**src/hdl/iasf_pkg.sv**
```systemverilog
`default_nettype none
package iasf_pkg;
    localparam int PTR_COUNT = 3;

    typedef enum logic [2:0] {
        IASF_OP_READ = 3'h0,
        IASF_OP_WRITE = 3'h1,
        IASF_OP_ADD = 3'h2,
        IASF_OP_SUB = 3'h3,
        IASF_OP_AND = 3'h4,
        IASF_OP_IOR = 3'h5,
        IASF_OP_RLC = 3'h6,
        IASF_OP_RRC = 3'h7
    } iasf_op_t;

    typedef enum logic [1:0] {
        IASF_ST_IDLE = 2'b00,
        IASF_ST_FETCH = 2'b01,
        IASF_ST_STORE = 2'b11
    } iasf_state_t;

    typedef struct packed {
        logic [11:0] addr;
        iasf_op_t op;
        logic to_mem;
    } iasf_req_t;

    typedef struct packed {
        logic en;
        logic we;
        logic [11:0] addr;
        logic [7:0] wdata;
    } iasf_ram_t;

    // Port kinds: offset within a pointer's group of eight addresses
    localparam logic [2:0] PORT_PLAIN = 3'h0;
    localparam logic [2:0] PORT_AFTER_DEC = 3'h1;
    localparam logic [2:0] PORT_AFTER_INC = 3'h2;
    localparam logic [2:0] PORT_BEFORE_INC = 3'h3;
    localparam logic [2:0] PORT_INDEXED = 3'h4;

    // Data-space map of the block's own locations
    localparam logic [11:0] DS_PORT_BASE = 12'hFD0;
    localparam logic [11:0] DS_PTR_BASE = 12'hFE8;
    localparam logic [11:0] DS_FLAG = 12'hFF0;
    localparam logic [11:0] DS_WACC = 12'hFF1;

    // Flag register layout
    localparam int FLG_TOP_BIT = 0;
    localparam int FLG_NIBBLE = 1;
    localparam int FLG_ALL_CLEAR = 2;
    localparam int FLG_SIGNED_WRAP = 3;
    localparam int FLG_MSB = 4;
    localparam logic [7:0] FLAG_MASK = 8'h1F;

    localparam logic [7:0] FLAG_RESET = 8'h00;
    localparam logic [11:0] PTR_RESET = 12'h000;
    localparam logic [7:0] WACC_RESET = 8'h00;

    // AXI4-Lite byte offsets
    localparam logic [7:0] AXI_PTR0 = 8'h00;
    localparam logic [7:0] AXI_PTR1 = 8'h04;
    localparam logic [7:0] AXI_PTR2 = 8'h08;
    localparam logic [7:0] AXI_FLAG = 8'h0C;
    localparam logic [7:0] AXI_WACC = 8'h10;
    localparam logic [7:0] AXI_STAT = 8'h14;

    localparam logic [1:0] RESP_OKAY = 2'b00;
    localparam logic [1:0] RESP_SLVERR = 2'b10;
endpackage
`default_nettype wire

```
**src/hdl/iasf_core.sv**
```systemverilog
`default_nettype none
module iasf_core (
    input wire logic aclk,
    input wire logic aresetn,
    input wire logic [7:0] s_axi_awaddr,
    input wire logic s_axi_awvalid,
    output logic s_axi_awready,
    input wire logic [31:0] s_axi_wdata,
    input wire logic [3:0] s_axi_wstrb,
    input wire logic s_axi_wvalid,
    output logic s_axi_wready,
    output logic [1:0] s_axi_bresp,
    output logic s_axi_bvalid,
    input wire logic s_axi_bready,
    input wire logic [7:0] s_axi_araddr,
    input wire logic s_axi_arvalid,
    output logic s_axi_arready,
    output logic [31:0] s_axi_rdata,
    output logic [1:0] s_axi_rresp,
    output logic s_axi_rvalid,
    input wire logic s_axi_rready,
    input wire iasf_pkg::iasf_req_t req,
    input wire logic req_valid,
    output logic req_ready,
    output logic rsp_valid,
    output logic [7:0] rsp_data,
    output logic rsp_self_ref,
    output iasf_pkg::iasf_ram_t ram,
    input wire logic [7:0] ram_rdata,
    output logic [7:0] flags
);

    // Any virtual port address of any pointer
    function automatic logic is_port(input logic [11:0] a);
        logic [11:0] off;
        off = a - iasf_pkg::DS_PORT_BASE;
        is_port = (off[11:5] == 7'h00) && (off[4:3] != 2'b11)
            && (off[2:0] <= iasf_pkg::PORT_INDEXED);
    endfunction

    // Pointer halves, flag register or accumulator
    function automatic logic is_internal(input logic [11:0] a);
        logic [11:0] off;
        off = a - iasf_pkg::DS_PTR_BASE;
        is_internal = (off < 12'h006) || (a == iasf_pkg::DS_FLAG)
            || (a == iasf_pkg::DS_WACC);
    endfunction

    logic [11:0] ptr_r [iasf_pkg::PTR_COUNT];
    logic [11:0] ptr_nxt [iasf_pkg::PTR_COUNT];
    logic [7:0] flag_r, flag_nxt;
    logic [7:0] wacc_r, wacc_nxt;
    iasf_pkg::iasf_state_t state_r, state_nxt;
    logic [11:0] eff_r;
    iasf_pkg::iasf_op_t op_r;
    logic to_mem_r, self_r, int_r;
    iasf_pkg::iasf_ram_t ram_r, ram_nxt;
    logic rsp_valid_r;
    logic [7:0] rsp_data_r;
    logic rsp_self_r;
    logic bvalid_r, rvalid_r;
    logic [1:0] bresp_r, rresp_r;
    logic [31:0] rdata_r;

    // Request decode and effective address
    wire take_req = req_valid && (state_r == iasf_pkg::IASF_ST_IDLE);
    wire [11:0] req_off = req.addr - iasf_pkg::DS_PORT_BASE;
    wire req_hit = is_port(req.addr);
    wire [1:0] req_sel = req_off[4:3];
    wire [2:0] req_kind = req_off[2:0];
    wire [11:0] sel_ptr = (req_sel == 2'd0) ? ptr_r[0] :
        (req_sel == 2'd1) ? ptr_r[1] : ptr_r[2];
    wire [11:0] ptr_inc = sel_ptr + 12'h001;
    wire [11:0] ptr_dec = sel_ptr - 12'h001;
    wire [11:0] ptr_idx = sel_ptr + {{4{wacc_r[7]}}, wacc_r};
    wire [11:0] eff_addr = !req_hit ? req.addr :
        (req_kind == iasf_pkg::PORT_BEFORE_INC) ? ptr_inc :
        (req_kind == iasf_pkg::PORT_INDEXED) ? ptr_idx : sel_ptr;
    wire [11:0] ptr_step =
        (req_kind == iasf_pkg::PORT_AFTER_DEC) ? ptr_dec : ptr_inc;
    wire stepping = take_req && req_hit
        && (req_kind != iasf_pkg::PORT_PLAIN)
        && (req_kind != iasf_pkg::PORT_INDEXED);
    wire eff_self = req_hit && is_port(eff_addr);
    wire eff_int = is_internal(eff_addr);

    // Operand fetch
    wire in_fetch = (state_r == iasf_pkg::IASF_ST_FETCH);
    wire [11:0] int_off = eff_r - iasf_pkg::DS_PTR_BASE;
    wire [11:0] int_ptr = (int_off[2:1] == 2'd0) ? ptr_r[0] :
        (int_off[2:1] == 2'd1) ? ptr_r[1] : ptr_r[2];
    wire [7:0] int_rd = (eff_r == iasf_pkg::DS_FLAG) ? flag_r :
        (eff_r == iasf_pkg::DS_WACC) ? wacc_r :
        int_off[0] ? {4'h0, int_ptr[11:8]} : int_ptr[7:0];
    wire [7:0] opnd = self_r ? 8'h00 : int_r ? int_rd : ram_rdata;

    // Adder: subtraction adds the complement plus one
    wire is_sub = (op_r == iasf_pkg::IASF_OP_SUB);
    wire [7:0] addend = is_sub ? ~wacc_r : wacc_r;
    wire [8:0] sum = {1'b0, opnd} + {1'b0, addend}
        + {8'h00, is_sub};
    wire [4:0] nib = {1'b0, opnd[3:0]} + {1'b0, addend[3:0]}
        + {4'h0, is_sub};
    wire wrap = (opnd[7] == addend[7]) && (sum[7] != opnd[7]);

    logic [7:0] res;
    logic [7:0] calc;
    logic upd;

    always_comb begin
        res = opnd;
        calc = flag_r;
        upd = 1'b0;
        unique case (op_r)
            iasf_pkg::IASF_OP_READ: begin
                res = opnd;
            end
            iasf_pkg::IASF_OP_WRITE: begin
                res = wacc_r;
            end
            iasf_pkg::IASF_OP_ADD, iasf_pkg::IASF_OP_SUB: begin
                res = sum[7:0];
                upd = 1'b1;
                calc[iasf_pkg::FLG_TOP_BIT] = sum[8];
                calc[iasf_pkg::FLG_NIBBLE] = nib[4];
                calc[iasf_pkg::FLG_SIGNED_WRAP] = wrap;
            end
            iasf_pkg::IASF_OP_AND: begin
                res = opnd & wacc_r;
                upd = 1'b1;
            end
            iasf_pkg::IASF_OP_IOR: begin
                res = opnd | wacc_r;
                upd = 1'b1;
            end
            iasf_pkg::IASF_OP_RLC: begin
                res = {opnd[6:0], flag_r[iasf_pkg::FLG_TOP_BIT]};
                upd = 1'b1;
                calc[iasf_pkg::FLG_TOP_BIT] = opnd[7];
                calc[iasf_pkg::FLG_NIBBLE] = opnd[3];
            end
            iasf_pkg::IASF_OP_RRC: begin
                res = {flag_r[iasf_pkg::FLG_TOP_BIT], opnd[7:1]};
                upd = 1'b1;
                calc[iasf_pkg::FLG_TOP_BIT] = opnd[0];
                calc[iasf_pkg::FLG_NIBBLE] = opnd[4];
            end
        endcase
        if (upd) begin
            calc[iasf_pkg::FLG_MSB] = res[7];
            calc[iasf_pkg::FLG_ALL_CLEAR] = (res == 8'h00);
        end
        calc = calc & iasf_pkg::FLAG_MASK;
    end

    // Result routing
    wire writes_mem = to_mem_r && (op_r != iasf_pkg::IASF_OP_READ);
    wire fetch_wr = in_fetch && writes_mem && !self_r;
    wire flag_apply = in_fetch && !(self_r && writes_mem);
    wire [7:0] flag_calc = self_r
        ? (calc | (8'h01 << iasf_pkg::FLG_ALL_CLEAR)) : calc;
    wire wr_flag = fetch_wr && (eff_r == iasf_pkg::DS_FLAG);
    wire wr_wacc = fetch_wr && (eff_r == iasf_pkg::DS_WACC);
    wire wr_ram = fetch_wr && !int_r;
    wire wacc_load = in_fetch && !to_mem_r
        && (op_r != iasf_pkg::IASF_OP_WRITE);

    // AXI4-Lite decode
    wire aw_take = s_axi_awvalid && s_axi_wvalid && !bvalid_r
        && (state_r == iasf_pkg::IASF_ST_IDLE) && !req_valid;
    wire ar_take = s_axi_arvalid && !rvalid_r;
    wire aw_flag = (s_axi_awaddr == iasf_pkg::AXI_FLAG);
    wire aw_wacc = (s_axi_awaddr == iasf_pkg::AXI_WACC);
    wire aw_ok = aw_flag || aw_wacc
        || (s_axi_awaddr == iasf_pkg::AXI_PTR0)
        || (s_axi_awaddr == iasf_pkg::AXI_PTR1)
        || (s_axi_awaddr == iasf_pkg::AXI_PTR2)
        || (s_axi_awaddr == iasf_pkg::AXI_STAT);
    wire ar_ok = (s_axi_araddr == iasf_pkg::AXI_FLAG)
        || (s_axi_araddr == iasf_pkg::AXI_WACC)
        || (s_axi_araddr == iasf_pkg::AXI_PTR0)
        || (s_axi_araddr == iasf_pkg::AXI_PTR1)
        || (s_axi_araddr == iasf_pkg::AXI_PTR2)
        || (s_axi_araddr == iasf_pkg::AXI_STAT);
    wire busy = (state_r != iasf_pkg::IASF_ST_IDLE);
    wire [31:0] rd_mux =
        (s_axi_araddr == iasf_pkg::AXI_PTR0) ? {20'h00000, ptr_r[0]} :
        (s_axi_araddr == iasf_pkg::AXI_PTR1) ? {20'h00000, ptr_r[1]} :
        (s_axi_araddr == iasf_pkg::AXI_PTR2) ? {20'h00000, ptr_r[2]} :
        (s_axi_araddr == iasf_pkg::AXI_FLAG) ? {24'h000000, flag_r} :
        (s_axi_araddr == iasf_pkg::AXI_WACC) ? {24'h000000, wacc_r} :
        (s_axi_araddr == iasf_pkg::AXI_STAT) ? {30'h0, self_r, busy} :
        32'h00000000;

    // Pointers: bus load, stepping, then data write on top
    genvar gi;
    generate
        for (gi = 0; gi < iasf_pkg::PTR_COUNT; gi++) begin : g_ptr
            wire [7:0] aw_base = iasf_pkg::AXI_PTR0 + 8'(4 * gi);
            wire [11:0] lo_addr = iasf_pkg::DS_PTR_BASE + 12'(2 * gi);
            wire aw_hit = aw_take && (s_axi_awaddr == aw_base);
            always_comb begin
                ptr_nxt[gi] = ptr_r[gi];
                if (aw_hit && s_axi_wstrb[0]) begin
                    ptr_nxt[gi][7:0] = s_axi_wdata[7:0];
                end
                if (aw_hit && s_axi_wstrb[1]) begin
                    ptr_nxt[gi][11:8] = s_axi_wdata[11:8];
                end
                if (stepping && (req_sel == 2'(gi))) begin
                    ptr_nxt[gi] = ptr_step;
                end
                if (fetch_wr && (eff_r == lo_addr)) begin
                    ptr_nxt[gi][7:0] = res;
                end
                if (fetch_wr && (eff_r == lo_addr + 12'h001)) begin
                    ptr_nxt[gi][11:8] = res[3:0];
                end
            end
            always_ff @(posedge aclk) begin
                if (!aresetn) begin
                    ptr_r[gi] <= iasf_pkg::PTR_RESET;
                end else begin
                    ptr_r[gi] <= ptr_nxt[gi];
                end
            end
        end
    endgenerate

    // Flags and accumulator
    always_comb begin
        flag_nxt = flag_r;
        if (aw_take && aw_flag && s_axi_wstrb[0]) begin
            flag_nxt = s_axi_wdata[7:0] & iasf_pkg::FLAG_MASK;
        end
        if (flag_apply) begin
            flag_nxt = upd ? flag_calc : (flag_r | (self_r
                ? (8'h01 << iasf_pkg::FLG_ALL_CLEAR) : 8'h00));
        end
        if (wr_flag && !upd) begin
            flag_nxt = res & iasf_pkg::FLAG_MASK;
        end
    end

    always_comb begin
        wacc_nxt = wacc_r;
        if (aw_take && aw_wacc && s_axi_wstrb[0]) begin
            wacc_nxt = s_axi_wdata[7:0];
        end
        if (wr_wacc || wacc_load) begin
            wacc_nxt = res;
        end
    end

    // Sequencer and RAM port
    always_comb begin
        state_nxt = state_r;
        ram_nxt = '0;
        unique case (state_r)
            iasf_pkg::IASF_ST_IDLE: begin
                if (take_req) begin
                    state_nxt = iasf_pkg::IASF_ST_FETCH;
                    ram_nxt.en = !eff_self && !eff_int;
                    ram_nxt.addr = eff_addr;
                end
            end
            iasf_pkg::IASF_ST_FETCH: begin
                state_nxt = wr_ram ? iasf_pkg::IASF_ST_STORE
                    : iasf_pkg::IASF_ST_IDLE;
                if (wr_ram) begin
                    ram_nxt.en = 1'b1;
                    ram_nxt.we = 1'b1;
                    ram_nxt.addr = eff_r;
                    ram_nxt.wdata = res;
                end
            end
            iasf_pkg::IASF_ST_STORE: begin
                state_nxt = iasf_pkg::IASF_ST_IDLE;
            end
            default: begin
                state_nxt = iasf_pkg::IASF_ST_IDLE;
            end
        endcase
    end

    always_ff @(posedge aclk) begin
        if (!aresetn) begin
            state_r <= iasf_pkg::IASF_ST_IDLE;
            flag_r <= iasf_pkg::FLAG_RESET;
            wacc_r <= iasf_pkg::WACC_RESET;
            ram_r <= '0;
        end else begin
            state_r <= state_nxt;
            flag_r <= flag_nxt;
            wacc_r <= wacc_nxt;
            ram_r <= ram_nxt;
        end
    end

    always_ff @(posedge aclk) begin
        if (!aresetn) begin
            eff_r <= 12'h000;
            op_r <= iasf_pkg::IASF_OP_READ;
            to_mem_r <= 1'b0;
            self_r <= 1'b0;
            int_r <= 1'b0;
        end else if (take_req) begin
            eff_r <= eff_addr;
            op_r <= req.op;
            to_mem_r <= req.to_mem;
            self_r <= eff_self;
            int_r <= eff_int;
        end
    end

    always_ff @(posedge aclk) begin
        if (!aresetn) begin
            rsp_valid_r <= 1'b0;
            rsp_data_r <= 8'h00;
            rsp_self_r <= 1'b0;
        end else begin
            rsp_valid_r <= in_fetch;
            if (in_fetch) begin
                rsp_data_r <= res;
                rsp_self_r <= self_r;
            end
        end
    end

    // AXI4-Lite answer channels
    always_ff @(posedge aclk) begin
        if (!aresetn) begin
            bvalid_r <= 1'b0;
            bresp_r <= iasf_pkg::RESP_OKAY;
            rvalid_r <= 1'b0;
            rresp_r <= iasf_pkg::RESP_OKAY;
            rdata_r <= 32'h00000000;
        end else begin
            if (aw_take) begin
                bvalid_r <= 1'b1;
                bresp_r <= aw_ok ? iasf_pkg::RESP_OKAY
                    : iasf_pkg::RESP_SLVERR;
            end else if (s_axi_bready) begin
                bvalid_r <= 1'b0;
            end
            if (ar_take) begin
                rvalid_r <= 1'b1;
                rdata_r <= rd_mux;
                rresp_r <= ar_ok ? iasf_pkg::RESP_OKAY
                    : iasf_pkg::RESP_SLVERR;
            end else if (s_axi_rready) begin
                rvalid_r <= 1'b0;
            end
        end
    end

    assign s_axi_awready = aw_take;
    assign s_axi_wready = aw_take;
    assign s_axi_bvalid = bvalid_r;
    assign s_axi_bresp = bresp_r;
    assign s_axi_arready = !rvalid_r;
    assign s_axi_rvalid = rvalid_r;
    assign s_axi_rdata = rdata_r;
    assign s_axi_rresp = rresp_r;
    assign req_ready = !busy;
    assign rsp_valid = rsp_valid_r;
    assign rsp_data = rsp_data_r;
    assign rsp_self_ref = rsp_self_r;
    assign ram = ram_r;
    assign flags = flag_r;

endmodule
`default_nettype wire

```
**config.mk**
```make
export PLATFORM = sky130hd
export DESIGN_NAME = iasf_core
export DESIGN_NICKNAME = d
export VERILOG_FILES = /design/src/hdl/iasf_pkg.sv /design/src/hdl/iasf_core.sv
export SDC_FILE = /design/constraint.sdc
export NUM_CORES = 1
export LEC_CHECK = 0
export BUFFER_PORTS_ARGS = -buffer_cell sky130_fd_sc_hd__buf_2
export CORE_UTILIZATION = 45
export CTS_BUF_LIST = sky130_fd_sc_hd__clkbuf_4 sky130_fd_sc_hd__clkbuf_8
export CTS_CLUSTER_DIAMETER = 50
export DETAILED_ROUTE_END_ITERATION = 6
export PLACE_DENSITY = 0.71
export SYNTH_ARGS = -nofsm -noshare
export SYNTH_HDL_FRONTEND = slang
export SYNTH_SLANG_ARGS = --single-unit
```
**constraint.sdc**
```tcl
create_clock -name aclk -period 5.45 [get_ports aclk]
set_input_delay 0.8175 -clock aclk [delete_from_list [all_inputs] [get_ports aclk]]
set_output_delay 0.8175 -clock aclk [all_outputs]
set_load 0.02 [all_outputs]
```
==> impl_results.md <==
* Wirelength per Cell at 20.4 um
* Slew HR at 0.176
* Dpl cells at 1644
* Combinational Power Share at 0.253
* Commonest non-fill, non-tap cell in the layout: nand2_1
* Initial DRT Pass Iterations at 7
* Largest net degree at the start of global routing at 52
* Worst-path fanout max at 20
* Post-synth ARST share at 0
* Root Buffer: clkbuf_8
* CTS Buf Count at 17
* Final HPWL DP at 26100 um
* Die height at 147 um
* Most frequent cells in the layout: nand2_1, nor2_1, buf_2
* Fin cells at 1676
* Routed WL at 34200 um
* Setup violators final at 0
* Clock sinks at 117
* Clock share of power at 0.353
* Crit start category: flip-flop
* Area delta synth->final at 12.7%
* Synth cell types at 108
* Worst min path class: flip-flop to flip-flop
* Failing checks: design-rule violations
* Pwr Total at 2.34 mW
* # hold bufs at CTS at 0
* Sw Pwr at 0.828 mW
* Sequential share of the synthesized area at 0.247
* Flop-to-flop setup slack at 0.51 ns
* Setup CP Type: flip-flop to flip-flop
* Gate Count Post-Synth at 1284
* WP data required at 5.84 ns
* Placement Rows at 52
* Routability Congestion at 1.00
* Clock Tree Buf Depth at 2
* Clock transition at path regs at 0.08 ns
* Die Wd at 147 um
* Worst vdd ir at 0.133 mV
* I/O pin count at 166
* Post-route clock period utilization at 0.907
* Core ar. at 20400 um2
* Min Tclk post-route at 4.94 ns
* Post-synth EDFFs at 0
* CTS H-tree depth at 4
* Sw Ratio at 0.355
* Int Power at 1.51 mW
* Slew Limit Fails at 0
* TritonCTS clock tree: built
* Starting DRT DRC Count at 1313
* Ant diodes at 0
* RSZ-0062 raised after global routing: no
* Worst Max-Slew Pin Slew at 1.23 ns
* Grt total ovfl at 0
* Pleak at 4.28 nW
* CP Cell Sequence: or4b_4 > nor3_2 > buf_4 > mux2i_1 > nor2_1 > a211oi_1 > inv_1 > ha_1 > nor2b_1 > o21ai_0 > a21boi_0 > o21ai_0 > a21boi_0 > a21o_1 > a222oi_1 > a21boi_0 > buf_4 > a221oi_1 > nor2_1
* Slowest CP cell: a211oi_1
* Initial antenna violation count at 0
* DRC errors left at 7
* Cell area power density at 218 nW/um2
* Critical path capture point type: flip-flop
* Setup bufs post-CTS at 0
* Final setup skew at 0.00892 ns
* Max_cap viols at 0
* Number of I/O port buffers at 118
* Area of the mapped netlist at 9490 um2
* Final hold vios at 0
* Layout cell share with drive strength beyond 1 at 0.179
* Die area at 21700 um2
* Number of vias per cell at 6.21
* Max Clk Rate at 202 MHz
* CTS resizes at 0
* Critical Path Max Stage Delay at 0.55 ns
* Yosys warning count at 0
* Final nets at 1506
* Main synth FF type: dfxtp_1
* First-pass GRT wire length at 52400 um
* Post-layout util at 0.524
* Syn_area_per_cell at 7.39 um2
* Total negative slack at 0 ns
* Number of global-route vias before repair at 9307
* Status: complete, but fails checks
* Sequential cell fraction of total power at 0.394
* Initial Util at 0.465
* Most frequent CP cell: a21boi_0
* DR vias at 10400
* Crit path DAT at 5.33 ns
* Clock Latency Late Sink at 0.46 ns
* Tot GR Track Use at 0.313
* Post-route antenna net violation count at 0
* Yosys reg bits at 117
==> layer usage <==
metal	routed length [um]	global-route usage	part of all wire	vias to the layer above
li1	-	-	-	4851
met1	14200	0.424	0.42	4848
met2	15100	0.481	0.44	604
met3	3420	0.0531	0.10	105
met4	1410	0.149	0.041	0
met5	0	0	0	-
==> sequential cells by signal, indices dropped and copies added, names as in the netlist <==
name	cells
eff_r	12
self_r	1
flags	5
rsp_data	8
s_axi_bvalid	1
wacc_r	8
int_r	1
s_axi_rresp	1
to_mem_r	1
s_axi_bresp	1
rsp_self_ref	1
op_r	3
state_r	2
s_axi_rvalid	1
s_axi_rdata	12
ptr_r	36
rsp_valid	1
ram	22
==> area by class of cell <==
type | count | area (um2)
tap | 270 | 338
sequential | 117 | 2340
fill | 2054 | 9730
timing repair buffer | 164 | 936
inverter | 46 | 180
multi-input combinational | 1047 | 6500
clock inverter | 14 | 151
clock buffer | 18 | 248
==> cells in the mapped netlist (30+ instances only) <==
cell type | instances | area share
buf_4 | 30 | 0.024
mux2i_1 | 51 | 0.054
a211oi_1 | 38 | 0.030
a21oi_1 | 104 | 0.055
nand2_1 | 169 | 0.067
o21ai_0 | 82 | 0.043
inv_1 | 41 | 0.016
nor3_1 | 30 | 0.016
nor2_1 | 159 | 0.063
clkbuf_1 | 48 | 0.019
dfxtp_1 | 117 | 0.25
==> logic make-up after synthesis <==
logic type | count (synthesis) | share of synthesized area
muxes | 61 | 0.0684
other | 1 | 0.000395
DFF | 117 | 0.247
xor gates and xnor gates | 25 | 0.0231
adders and majority gates | 29 | 0.0398
AOI/OAI and AO/OA | 395 | 0.285
and+or+nand+nor | 512 | 0.256
buffers and inverters | 144 | 0.0808
==> metrics by stage <==
step	area [um2]	setup slack, ns	hold WS, ns
6_report	10700	0.509	0.463
5_1_grt	10700	0.133	0.485
4_1_cts	10700	0.549	0.472
3_5_place_dp	10300	0.230	0.460
3_3_place_gp	10300	0.282	0.455
2_1_floorplan	9580	0.682	0.449
==> critical path: cells and delay by family (launching register included) <==
family                   cells  cell delay [ns]
adder cells (fa/ha/maj)      1             0.38
AND/OR/NAND/NOR              5             0.98
buffers and inverters        3             0.61
AO/OA/AOI/OAI                9             2.27
flip-flops                   1             0.37
multiplexers                 1             0.25
==> power groups by stage <==
stage          clock (mW)  combinational [mW]  sequential, mW
3_3_place_gp            0               0.569           0.938
6_report            0.825               0.590           0.920
2_1_floorplan           0               0.382           0.948
4_1_cts             0.835               0.575           0.919
3_5_place_dp            0               0.573           0.939
5_1_grt             0.869               0.633           0.923
==> worst paths after layout <==
path,startpoint,endpoint,cells past startpoint
max,eff_r[4],ptr_r[2][6],19
min,rsp_data[6],rsp_data[6],2
max reg2reg,eff_r[4],ptr_r[2][6],19
min reg2reg,rsp_data[6],rsp_data[6],2
(Power assumes the default switching activity.)
